--- src/ppci_pkg.sv ---
// Purpose: Shared constants and carriers for the port pin change interrupt block
// Assumes: 8-bit register bus, six port pins
// Notes:   Offsets are word indices on the plain register port
package ppci_pkg;
    localparam int          PPCI_PINS      = 6;
    localparam int          PPCI_DW        = 8;
    localparam int          PPCI_AW        = 3;
    localparam logic [2:0]  ADDR_RISE      = 3'h0;
    localparam logic [2:0]  ADDR_FALL      = 3'h1;
    localparam logic [2:0]  ADDR_FLAGS     = 3'h2;
    localparam logic [2:0]  ADDR_CTRL      = 3'h3;
    localparam logic [2:0]  ADDR_MASK      = 3'h4;
    localparam int          CTRL_MIE_BIT   = 0;
    localparam int          CTRL_SUM_BIT   = 1;
    localparam logic [5:0]  PIN_RESET      = 6'h00;
    localparam logic [7:0]  RD_ZERO        = 8'h00;

    // Register bus request
    typedef struct packed {
        logic [2:0] addr;
        logic [7:0] wdata;
        logic       wr;
        logic       rd;
    } ppci_req_s;
endpackage

--- src/ppci_top.sv ---
// Purpose: Per-pin edge detect with sticky change flags and interrupt/wake
// Assumes: Pins are asynchronous to ref_clk; software uses the plain register port
// Notes:   Flags clear by writing zero; a same-cycle edge always wins
//
// Added by the designer: the plain strobed port and the address map.
`timescale 1ns/1ps

// How it works
// (RULE1) Enabled rising edge sets pin flag
// (RULE2) Enabled falling edge sets pin flag
// (RULE3) Flag sticks until software clears it
// (RULE4) Flag reads zero after reset or clear
// (RULE5) Upper two bits read zero, ignore writes
// (RULE6) Master enable lets pin change wake
// (RULE7) Flag updated before wake is signalled; the code registers flag and wake on the same edge, both from next_flags
// (RULE8) Software clears flags by and-masking
// (RULE9) Detection runs even with master off
// (RULE10) Summary flag is OR of flags
// (RULE11) Edge during clear leaves flag set
// (RULE12) Master enable plus flag raises interrupt; the code raises irq only for flags whose irq_mask bit is clear
// (RULE13) Pins synchronised, edges from sample pairs
module ppci_top (
    // Clock and reset
    input  wire logic                 ref_clk,
    input  wire logic                 rst_n,
    // Port pins
    input  wire logic [5:0]           port_a_pin,
    // Register port
    input  wire ppci_pkg::ppci_req_s  req,
    output logic [7:0]                rdata,
    // Interrupt and wake
    output logic                      irq,
    output logic                      wake
);
    import ppci_pkg::*;

    // Pin sampling chain
    logic [5:0] sync1;
    logic [5:0] sync2;
    logic [5:0] prev;

    // Software-visible registers
    logic [5:0] rising_edge_enable;
    logic [5:0] falling_edge_enable;
    logic [5:0] pin_change_flags;
    logic [5:0] irq_mask;
    logic       change_interrupt_master_enable;

    // Combinational helpers
    logic [5:0] hit;
    logic [5:0] next_flags;
    logic [7:0] next_rdata;
    logic       summary;

    // Two-stage synchroniser then one history stage
    // Only sync2 and prev feed logic; sync1 may be metastable and only sync2 reads it
    always_ff @(posedge ref_clk) begin
        if (!rst_n) begin
            sync1 <= PIN_RESET;
            sync2 <= PIN_RESET;
            prev  <= PIN_RESET;
        end else begin
            sync1 <= port_a_pin;
            sync2 <= sync1;                                        // RULE13
            prev  <= sync2;                                        // RULE13
        end
    end

    // Edge hits ignore the master enable on purpose
    assign hit = (rising_edge_enable & sync2 & ~prev)              // RULE1 RULE9
               | (falling_edge_enable & ~sync2 & prev);            // RULE2 RULE9

    // Rising enables keep only the six pin bits, so the spare bits read zero
    always_ff @(posedge ref_clk) begin
        if (!rst_n) begin
            rising_edge_enable <= PIN_RESET;
        end else if (req.wr && req.addr == ADDR_RISE) begin
            rising_edge_enable <= req.wdata[5:0];                  // RULE5
        end
    end

    // Falling enables, same layout as the rising ones
    always_ff @(posedge ref_clk) begin
        if (!rst_n) begin
            falling_edge_enable <= PIN_RESET;
        end else if (req.wr && req.addr == ADDR_FALL) begin
            falling_edge_enable <= req.wdata[5:0];                 // RULE5
        end
    end

    // Interrupt mask; a one hides that pin from irq but not from wake
    always_ff @(posedge ref_clk) begin
        if (!rst_n) begin
            irq_mask <= PIN_RESET;
        end else if (req.wr && req.addr == ADDR_MASK) begin
            irq_mask <= req.wdata[5:0];
        end
    end

    // Master enable gates requests only; detection keeps running without it
    always_ff @(posedge ref_clk) begin
        if (!rst_n) begin
            change_interrupt_master_enable <= 1'b0;
        end else if (req.wr && req.addr == ADDR_CTRL) begin
            change_interrupt_master_enable <= req.wdata[CTRL_MIE_BIT]; // RULE9
        end
    end

    // Write stores the value given, then hits are ORed on top so a set wins
    // Writing a one also sets a flag, which lets software test the interrupt path
    always_comb begin
        next_flags = pin_change_flags;
        if (req.wr && req.addr == ADDR_FLAGS)
            next_flags = req.wdata[5:0];                           // RULE4 RULE8
        next_flags = next_flags | hit;                             // RULE3 RULE11
    end

    always_ff @(posedge ref_clk) begin
        if (!rst_n)
            pin_change_flags <= PIN_RESET;                         // RULE4
        else
            pin_change_flags <= next_flags;                        // RULE3
    end

    assign summary = |pin_change_flags;                            // RULE10

    // Interrupt and wake are registered from next_flags, so they rise on the same edge as the flag
    always_ff @(posedge ref_clk) begin
        if (!rst_n) begin
            irq  <= 1'b0;
            wake <= 1'b0;
        end else begin
            irq  <= change_interrupt_master_enable
                    && |(next_flags & ~irq_mask);                  // RULE12 RULE9
            wake <= change_interrupt_master_enable && |next_flags; // RULE6 RULE7
        end
    end

    // Read mux; unmapped addresses and upper bits read zero
    always_comb begin
        next_rdata = RD_ZERO;
        unique case (req.addr)
            ADDR_RISE:  next_rdata = {2'b00, rising_edge_enable};  // RULE5
            ADDR_FALL:  next_rdata = {2'b00, falling_edge_enable}; // RULE5
            ADDR_FLAGS: next_rdata = {2'b00, pin_change_flags};    // RULE5
            ADDR_MASK:  next_rdata = {2'b00, irq_mask};
            ADDR_CTRL: begin
                next_rdata[CTRL_MIE_BIT] = change_interrupt_master_enable;
                next_rdata[CTRL_SUM_BIT] = summary;                // RULE10
            end
            default:    next_rdata = RD_ZERO;
        endcase
    end

    // Read data stand for one cycle only and are zero otherwise
    always_ff @(posedge ref_clk) begin
        if (!rst_n)
            rdata <= RD_ZERO;
        else if (req.rd)
            rdata <= next_rdata;
        else
            rdata <= RD_ZERO;
    end

    // Checks
    a_rise_sets_flag: assert property (@(posedge ref_clk) disable iff (!rst_n)
        (rising_edge_enable[0] && sync2[0] && !prev[0]) |=> pin_change_flags[0]) // RULE1
        else $error("rising edge did not set flag");
    a_fall_sets_flag: assert property (@(posedge ref_clk) disable iff (!rst_n)
        (falling_edge_enable[0] && !sync2[0] && prev[0]) |=> pin_change_flags[0]) // RULE2
        else $error("falling edge did not set flag");
    a_flag_sticks: assert property (@(posedge ref_clk) disable iff (!rst_n)
        (pin_change_flags[1] && !(req.wr && req.addr == ADDR_FLAGS))
        |=> pin_change_flags[1]) // RULE3
        else $error("flag dropped without clear");
    a_clear_works: assert property (@(posedge ref_clk) disable iff (!rst_n)
        (req.wr && req.addr == ADDR_FLAGS && !req.wdata[2] && !hit[2])
        |=> !pin_change_flags[2]) // RULE4
        else $error("flag not cleared");
    a_upper_zero: assert property (@(posedge ref_clk) disable iff (!rst_n)
        $past(req.rd) |-> rdata[7:6] == 2'b00) // RULE5
        else $error("upper bits not zero");
    a_wake_on_change: assert property (@(posedge ref_clk) disable iff (!rst_n)
        (change_interrupt_master_enable && hit != PIN_RESET && !(req.wr))
        |=> wake) // RULE6
        else $error("no wake on change");
    a_wake_after_flag: assert property (@(posedge ref_clk) disable iff (!rst_n)
        wake |-> $past(next_flags) != PIN_RESET) // RULE7
        else $error("wake before flag");
    a_no_irq_off: assert property (@(posedge ref_clk) disable iff (!rst_n)
        !$past(change_interrupt_master_enable) |-> !irq) // RULE9
        else $error("irq with master off");
    a_edge_wins: assert property (@(posedge ref_clk) disable iff (!rst_n)
        (req.wr && req.addr == ADDR_FLAGS && hit[3]) |=> pin_change_flags[3]) // RULE11
        else $error("edge lost during clear");
    a_irq_raised: assert property (@(posedge ref_clk) disable iff (!rst_n)
        (change_interrupt_master_enable && (pin_change_flags & ~irq_mask) != PIN_RESET
         && !req.wr) |=> irq) // RULE12
        else $error("irq not raised");
    a_sum_read: assert property (@(posedge ref_clk) disable iff (!rst_n)
        (req.rd && req.addr == ADDR_CTRL) |=> rdata[CTRL_SUM_BIT] == $past(summary)) // RULE10
        else $error("summary wrong");

    // Interrupt stays low while nothing unmasked is pending or arriving
    a_irq_masked_off: assert property (@(posedge ref_clk) disable iff (!rst_n) // RULE12
        ((pin_change_flags & ~irq_mask) == PIN_RESET && hit == PIN_RESET && !req.wr)
        |=> !irq)
        else $error("irq with nothing pending");

    // Master enable low means no request on the next cycle
    a_irq_master_off: assert property (@(posedge ref_clk) disable iff (!rst_n) // RULE9
        !change_interrupt_master_enable |=> !irq)
        else $error("irq while master enable clear");

    // Wake needs the master enable
    a_wake_master: assert property (@(posedge ref_clk) disable iff (!rst_n) // RULE6
        !$past(change_interrupt_master_enable) |-> !wake)
        else $error("wake with master off");

    // A pending flag keeps wake up while enabled
    a_wake_held: assert property (@(posedge ref_clk) disable iff (!rst_n) // RULE6
        (change_interrupt_master_enable && pin_change_flags != PIN_RESET && !req.wr)
        |=> wake)
        else $error("wake dropped while flag set");

    // No flag and no edge means no wake
    a_wake_off_empty: assert property (@(posedge ref_clk) disable iff (!rst_n) // RULE6
        (pin_change_flags == PIN_RESET && hit == PIN_RESET && !req.wr) |=> !wake)
        else $error("wake without any flag");

    // Read data are zero outside the cycle after a read
    a_rdata_idle: assert property (@(posedge ref_clk) disable iff (!rst_n) // RULE5
        !$past(req.rd) |-> rdata == RD_ZERO)
        else $error("read data outside read cycle");

    // Rising enable register reads back what it holds
    a_rise_read: assert property (@(posedge ref_clk) disable iff (!rst_n) // RULE5
        (req.rd && req.addr == ADDR_RISE) |=> rdata[5:0] == $past(rising_edge_enable))
        else $error("rising enable read wrong");

    // Falling enable register reads back what it holds
    a_fall_read: assert property (@(posedge ref_clk) disable iff (!rst_n) // RULE5
        (req.rd && req.addr == ADDR_FALL) |=> rdata[5:0] == $past(falling_edge_enable))
        else $error("falling enable read wrong");

    // Flag register reads back the sticky flags
    a_flags_read: assert property (@(posedge ref_clk) disable iff (!rst_n) // RULE4
        (req.rd && req.addr == ADDR_FLAGS) |=> rdata[5:0] == $past(pin_change_flags))
        else $error("flag read wrong");

    // Unmapped addresses read zero
    a_unmapped_read: assert property (@(posedge ref_clk) disable iff (!rst_n) // RULE5
        (req.rd && req.addr > ADDR_MASK) |=> rdata == RD_ZERO)
        else $error("unmapped read not zero");

    // A rising enable write keeps the low six bits
    a_rise_write: assert property (@(posedge ref_clk) disable iff (!rst_n) // RULE5
        (req.wr && req.addr == ADDR_RISE) |=> rising_edge_enable == $past(req.wdata[5:0]))
        else $error("rising enable write lost");

    // Master enable bit reads back
    a_ctrl_read: assert property (@(posedge ref_clk) disable iff (!rst_n) // RULE12
        (req.rd && req.addr == ADDR_CTRL)
        |=> rdata[CTRL_MIE_BIT] == $past(change_interrupt_master_enable))
        else $error("master enable read wrong");

    // Per-pin checks, one copy for each pin, so no bit is left unwatched
    for (genvar i = 0; i < PPCI_PINS; i++) begin : g_pin_chk
        // Enabled rising edge lands in the flag
        a_rise_each: assert property (@(posedge ref_clk) disable iff (!rst_n) // RULE1
            (rising_edge_enable[i] && sync2[i] && !prev[i]) |=> pin_change_flags[i])
            else $error("rising edge missed on a pin");

        // Enabled falling edge lands in the flag
        a_fall_each: assert property (@(posedge ref_clk) disable iff (!rst_n) // RULE2
            (falling_edge_enable[i] && !sync2[i] && prev[i]) |=> pin_change_flags[i])
            else $error("falling edge missed on a pin");

        // Rising edge with its enable clear is ignored
        a_rise_off: assert property (@(posedge ref_clk) disable iff (!rst_n) // RULE1
            (!rising_edge_enable[i] && sync2[i] && !prev[i]) |-> !hit[i])
            else $error("disabled rising edge detected");

        // Falling edge with its enable clear is ignored
        a_fall_off: assert property (@(posedge ref_clk) disable iff (!rst_n) // RULE2
            (!falling_edge_enable[i] && !sync2[i] && prev[i]) |-> !hit[i])
            else $error("disabled falling edge detected");

        // Flag holds until a flag write
        a_stick_each: assert property (@(posedge ref_clk) disable iff (!rst_n) // RULE3
            (pin_change_flags[i] && !(req.wr && req.addr == ADDR_FLAGS))
            |=> pin_change_flags[i])
            else $error("flag dropped on a pin");

        // Writing zero clears when no edge arrives
        a_clear_each: assert property (@(posedge ref_clk) disable iff (!rst_n) // RULE4
            (req.wr && req.addr == ADDR_FLAGS && !req.wdata[i] && !hit[i])
            |=> !pin_change_flags[i])
            else $error("flag not cleared on a pin");

        // Edge during a clear wins
        a_win_each: assert property (@(posedge ref_clk) disable iff (!rst_n) // RULE11
            (req.wr && req.addr == ADDR_FLAGS && hit[i]) |=> pin_change_flags[i])
            else $error("edge lost during clear on a pin");

        // No change between samples gives no detection
        a_quiet_each: assert property (@(posedge ref_clk) disable iff (!rst_n) // RULE13
            (sync2[i] == prev[i]) |-> !hit[i])
            else $error("detection without a change");
    end
endmodule

--- config.mk ---
export PLATFORM = sky130hd
export DESIGN_NAME = ppci_top
export DESIGN_NICKNAME = d
export VERILOG_FILES = /design/src/ppci_pkg.sv /design/src/ppci_top.sv
export SDC_FILE = /design/constraint.sdc
export NUM_CORES = 1
export LEC_CHECK = 0
export BUFFER_PORTS_ARGS = -buffer_cell sky130_fd_sc_hd__buf_2
export CAP_MARGIN = 0
export CORE_MARGIN = 2
export CORE_UTILIZATION = 56
export DETAILED_ROUTE_END_ITERATION = 7
export PLACE_DENSITY_LB_ADDON = 0.15
export SYNTH_ARGS = -nofsm -noshare
export SYNTH_HDL_FRONTEND = slang
export SYNTH_SLANG_ARGS = --single-unit
--- constraint.sdc ---
create_clock -name ref_clk -period 1.9 [get_ports ref_clk]
set_input_delay 0.285 -clock ref_clk [delete_from_list [all_inputs] [get_ports ref_clk]]
set_output_delay 0.285 -clock ref_clk [all_outputs]
set_load 0.005 [all_outputs]
==> results by group <==
Critical path
  • Arr. time, crit path: between 1.5 and 2 ns
  • CP max stage delay: 0.31 ns
  • Setup crit end kind: flop
  • CP Max Fanout: 6
  • Data required, critical path: ~2.1 ns
  • Critical Path Source Type: primary input
  • Setup CP Type: in -> reg
  • Slowest stage cell on the critical path: nor4_1
  • Worst path cell trace: buf_2 -> nor4bb_4 -> buf_4 -> mux2i_1 -> o211ai_1 -> nor4_1 -> a21oi_1

Power
  • Power Dens Cells: approximately 830 nW/µm²
  • Peak VDD IR: ~0.00051 V
  • Switch share: 0.215
  • Gate power share: 0.080
  • Sequential Power Share: 0.561
  • Clock Power Share: 0.360
  • Leak Pwr: about 0.00092 µW
  • Psw: approximately 430 µW
  • Pint: 1560 µW

Synthesis
  • Post-Syn Instances: between 200 and 250
  • Syn avg cell area: slightly above 10 µm²
  • Synth Area in Adders: 0
  • Number of enable flip-flop cells after synthesis: 0
  • Largest family of logic cells by synthesized area: simple AND/OR/NAND/NOR gates
  • Mapped cell area: 2140 µm²
  • Synth cell types: 31
  • #FFs+latches synth: between 50 and 60
  • Register area share after synthesis: 0.476
  • Ys Warns: 0
  • Synth Area in Compound Gates: 0.0870
  • Post-synthesis xor/xnor area fraction: 0
  • Post-synthesis mux area share: 0.150
  • Top_reg_cell synth: dfxtp_1
  • Simple-gate share of the synthesized area: 0.239
  • FFs w/ async S/R, synth: 0

Worst hold path
  • Hold WC Path Type: in -> reg

Placement
  • Port bufs: 26
  • Dpl cell area: around 2300 µm²
  • RePlAce Congestion: 0.813
  • Post-detail-place hpwl: 2.93 mm

Routing
  • Vias per cell: 5.45
  • Residual DRC: 0
  • Antenna-violating nets left: 0
  • WL/cell: 14.1 µm
  • Highest Signal Layer: met4
  • Met3 WL: between 200 and 300 µm
  • Drt first pass iters: 4
  • Met1 wire length: between 1.5 and 2 mm
  • Drt first-iter violations: roughly 110
  • Vias after detailed routing: around 1600
  • Met2 WL: 1.87 mm
  • Post-Route WL: 4.02 mm

Clock network
  • Max clock buf depth: 2
  • CTS tree: built
  • Number of setup buffers added after CTS: 0
  • Clock Sinks: 51
  • Post_cts resized: 0
  • Clock-pin slew on the worst setup and hold paths: ~0.080 ns
  • CTS buffer count: 5
  • Post-CTS Hold Buffers: 0
  • Root buffer cell: clkbuf_8
  • Worst-skew pair later-pin latency: approximately 0.30 ns
  • H-tree levels: 2

Floorplanning
  • Die ar.: 4340 µm²
  • Core box area: between 3000 and 4000 µm²
  • Num rows: 22
  • IO Count: 31
  • Die X: around 66 µm
  • Die height: 65.9 µm
  • Initial Util: 0.585

Timing
  • Slew at the pin closest to its max-slew limit: ~0.56 ns
  • Finish-stage setup viols: 0
  • Final Slew Violations: 0
  • Slew margin rel.: 0.623
  • Sum Neg Setup Slack: 0 ns
  • RSZ-0062 raised after global routing: false
  • Period minus WS final: around 1.5 ns
  • Setup Skew: 0.00934 ns
  • Final hold slack: between 0.15 and 0.2 ns
  • Final Hold Fails: 0
  • Max Freq: 661 MHz
  • Tcrit/Tclk final: 0.796

Global route
  • First-pass GRT wire length: just under 7 mm
  • Pin count of the biggest net entering global routing: between 40 and 50
  • Tot GR Track Use: 0.212
  • Initial antenna violation count: 0
  • Vias in the first global route: between 1000 and 1500
  • Global route overflow: 0

Cells and area
  • FF/Latch Area: 1020 µm²
  • Design Area, Final: around 2400 µm²
  • Multi-input logic area: 1030 µm²
  • Layout overhead on the synthesized area: 12.4%
  • Fin nets: between 200 and 300
  • Layout cells sized above 1: 0.186
  • Diode count: 0
  • Fillers: about 320

Status
  • Status: completed

Job
  • Max Cap Viol: 0
==> cells in the mapped netlist, types with 2 or more instances <==
cell type / instances / area [µm²]
a21oi_1: 2 / 10.0
clkbuf_1: 5 / 18.8
inv_1: 6 / 22.5
a211oi_1: 2 / 15.0
buf_6: 2 / 22.5
buf_2: 4 / 20.0
buf_4: 2 / 15.0
a31oi_1: 4 / 25.0
a2bb2oi_1: 3 / 26.3
a22oi_1: 3 / 22.5
o21ai_0: 3 / 15.0
dfxtp_1: 51 / 1020
nor2_1: 14 / 52.6
o211ai_2: 2 / 25.0
nand2_1: 10 / 37.5
nor2b_1: 19 / 119
nand3b_1: 6 / 45.0
and2_1: 25 / 156
o211ai_1: 4 / 30.0
mux2i_1: 31 / 310
nor4_1: 2 / 12.5
==> power by group through the flow <==
stage / clock, µW / combinational, µW / sequential [µW]
after floorplan: 0 / 113 / 1130
after global placement: 0 / 155 / 1140
after detailed placement: 0 / 160 / 1140
after CTS: 731 / 160 / 1110
after global routing: 765 / 177 / 1120
final: 715 / 159 / 1110
==> area by class of cell <==
type	count	area share
Sequential cell	51	0.424
Multi-Input combinational cell	141	0.426
Clock inverter	1	0.0125
Timing Repair Buffer	32	0.0727
Tap cell	48	0.0249
Clock buffer	6	0.0301
Inverter	6	0.00935
==> worst paths after layout <==
path	start	endpoint	slack [ns]	depth (start not counted)
setup / recovery	req[1]	wake	0.39	7
hold / removal	port_a_pin[5]	sync1[5]	0.19	2
setup reg to reg	pin_change_flags[4]	wake	0.75	4
hold reg to reg	sync1[5]	sync2[5]	0.44	1
==> registers in the layout, indices dropped and copies added (netlist names) <==
register / flops
change_interrupt_master_enable: 1
falling_edge_enable: 6
irq: 1
irq_mask: 6
pin_change_flags: 6
prev: 6
rdata: 6
rising_edge_enable: 6
sync1: 6
sync2: 6
wake: 1
==> critical path: cells and delay by family <==
family | cells | cell delay, ns
buffers and inverters | 2 | 0.34
AO/OA/AOI/OAI | 2 | 0.26
multiplexers | 1 | 0.19
AND/OR/NAND/NOR | 2 | 0.60
==> placed cells by master (no fill, tap or decap), drive strengths merged, types with 2 or more instances in the layout <==
master | synthesis | routed
a22oi | 3 | 3
a31oi | 4 | 4
mux2i | 31 | 31
nand3b | 6 | 6
nor2b | 19 | 19
clkbuf | 5 | 6
nor4bb | 2 | 2
conb | 1 | 2
dfxtp | 51 | 51
a211oi | 2 | 2
nor2 | 14 | 14
nor4 | 2 | 2
and2 | 25 | 25
a21oi | 2 | 2
a2bb2oi | 3 | 3
o21ai | 3 | 3
buf | 8 | 32
inv | 6 | 6
nand2 | 10 | 10
o211ai | 6 | 6
==> per-stage QoR <==
| step | util | setup WS, ns | cells | power (µW) |
|---|---|---|---|---|
| final | 0.658 | 0.388 | 285 | 1990 |
| after global placement | 0.630 | 0.140 | 278 | 1290 |
| after global routing | 0.658 | 0.165 | 285 | 2060 |
| after detailed placement | 0.630 | 0.0784 | 278 | 1300 |
| after CTS | 0.658 | 0.410 | 285 | 2010 |
| after floorplan | - | 0.286 | 211 | 1250 |
==> per-layer routing <==
layer	vias up	global-route usage
met5	-	0
met3	6	0.0460
met1	725	0.278
li1	765	-
met4	0	0.0781
met2	57	0.341
==> kinds of logic (layout without fill, tap and decap cells) <==
group	count (synthesis)	after routing
muxes	32	32
AOI/OAI and AO/OA	25	25
buffers and inverters	19	45
other	1	2
DFF	51	51
and+or+nand+nor	82	82
Note: power is estimated with default switching activity, not from simulation.
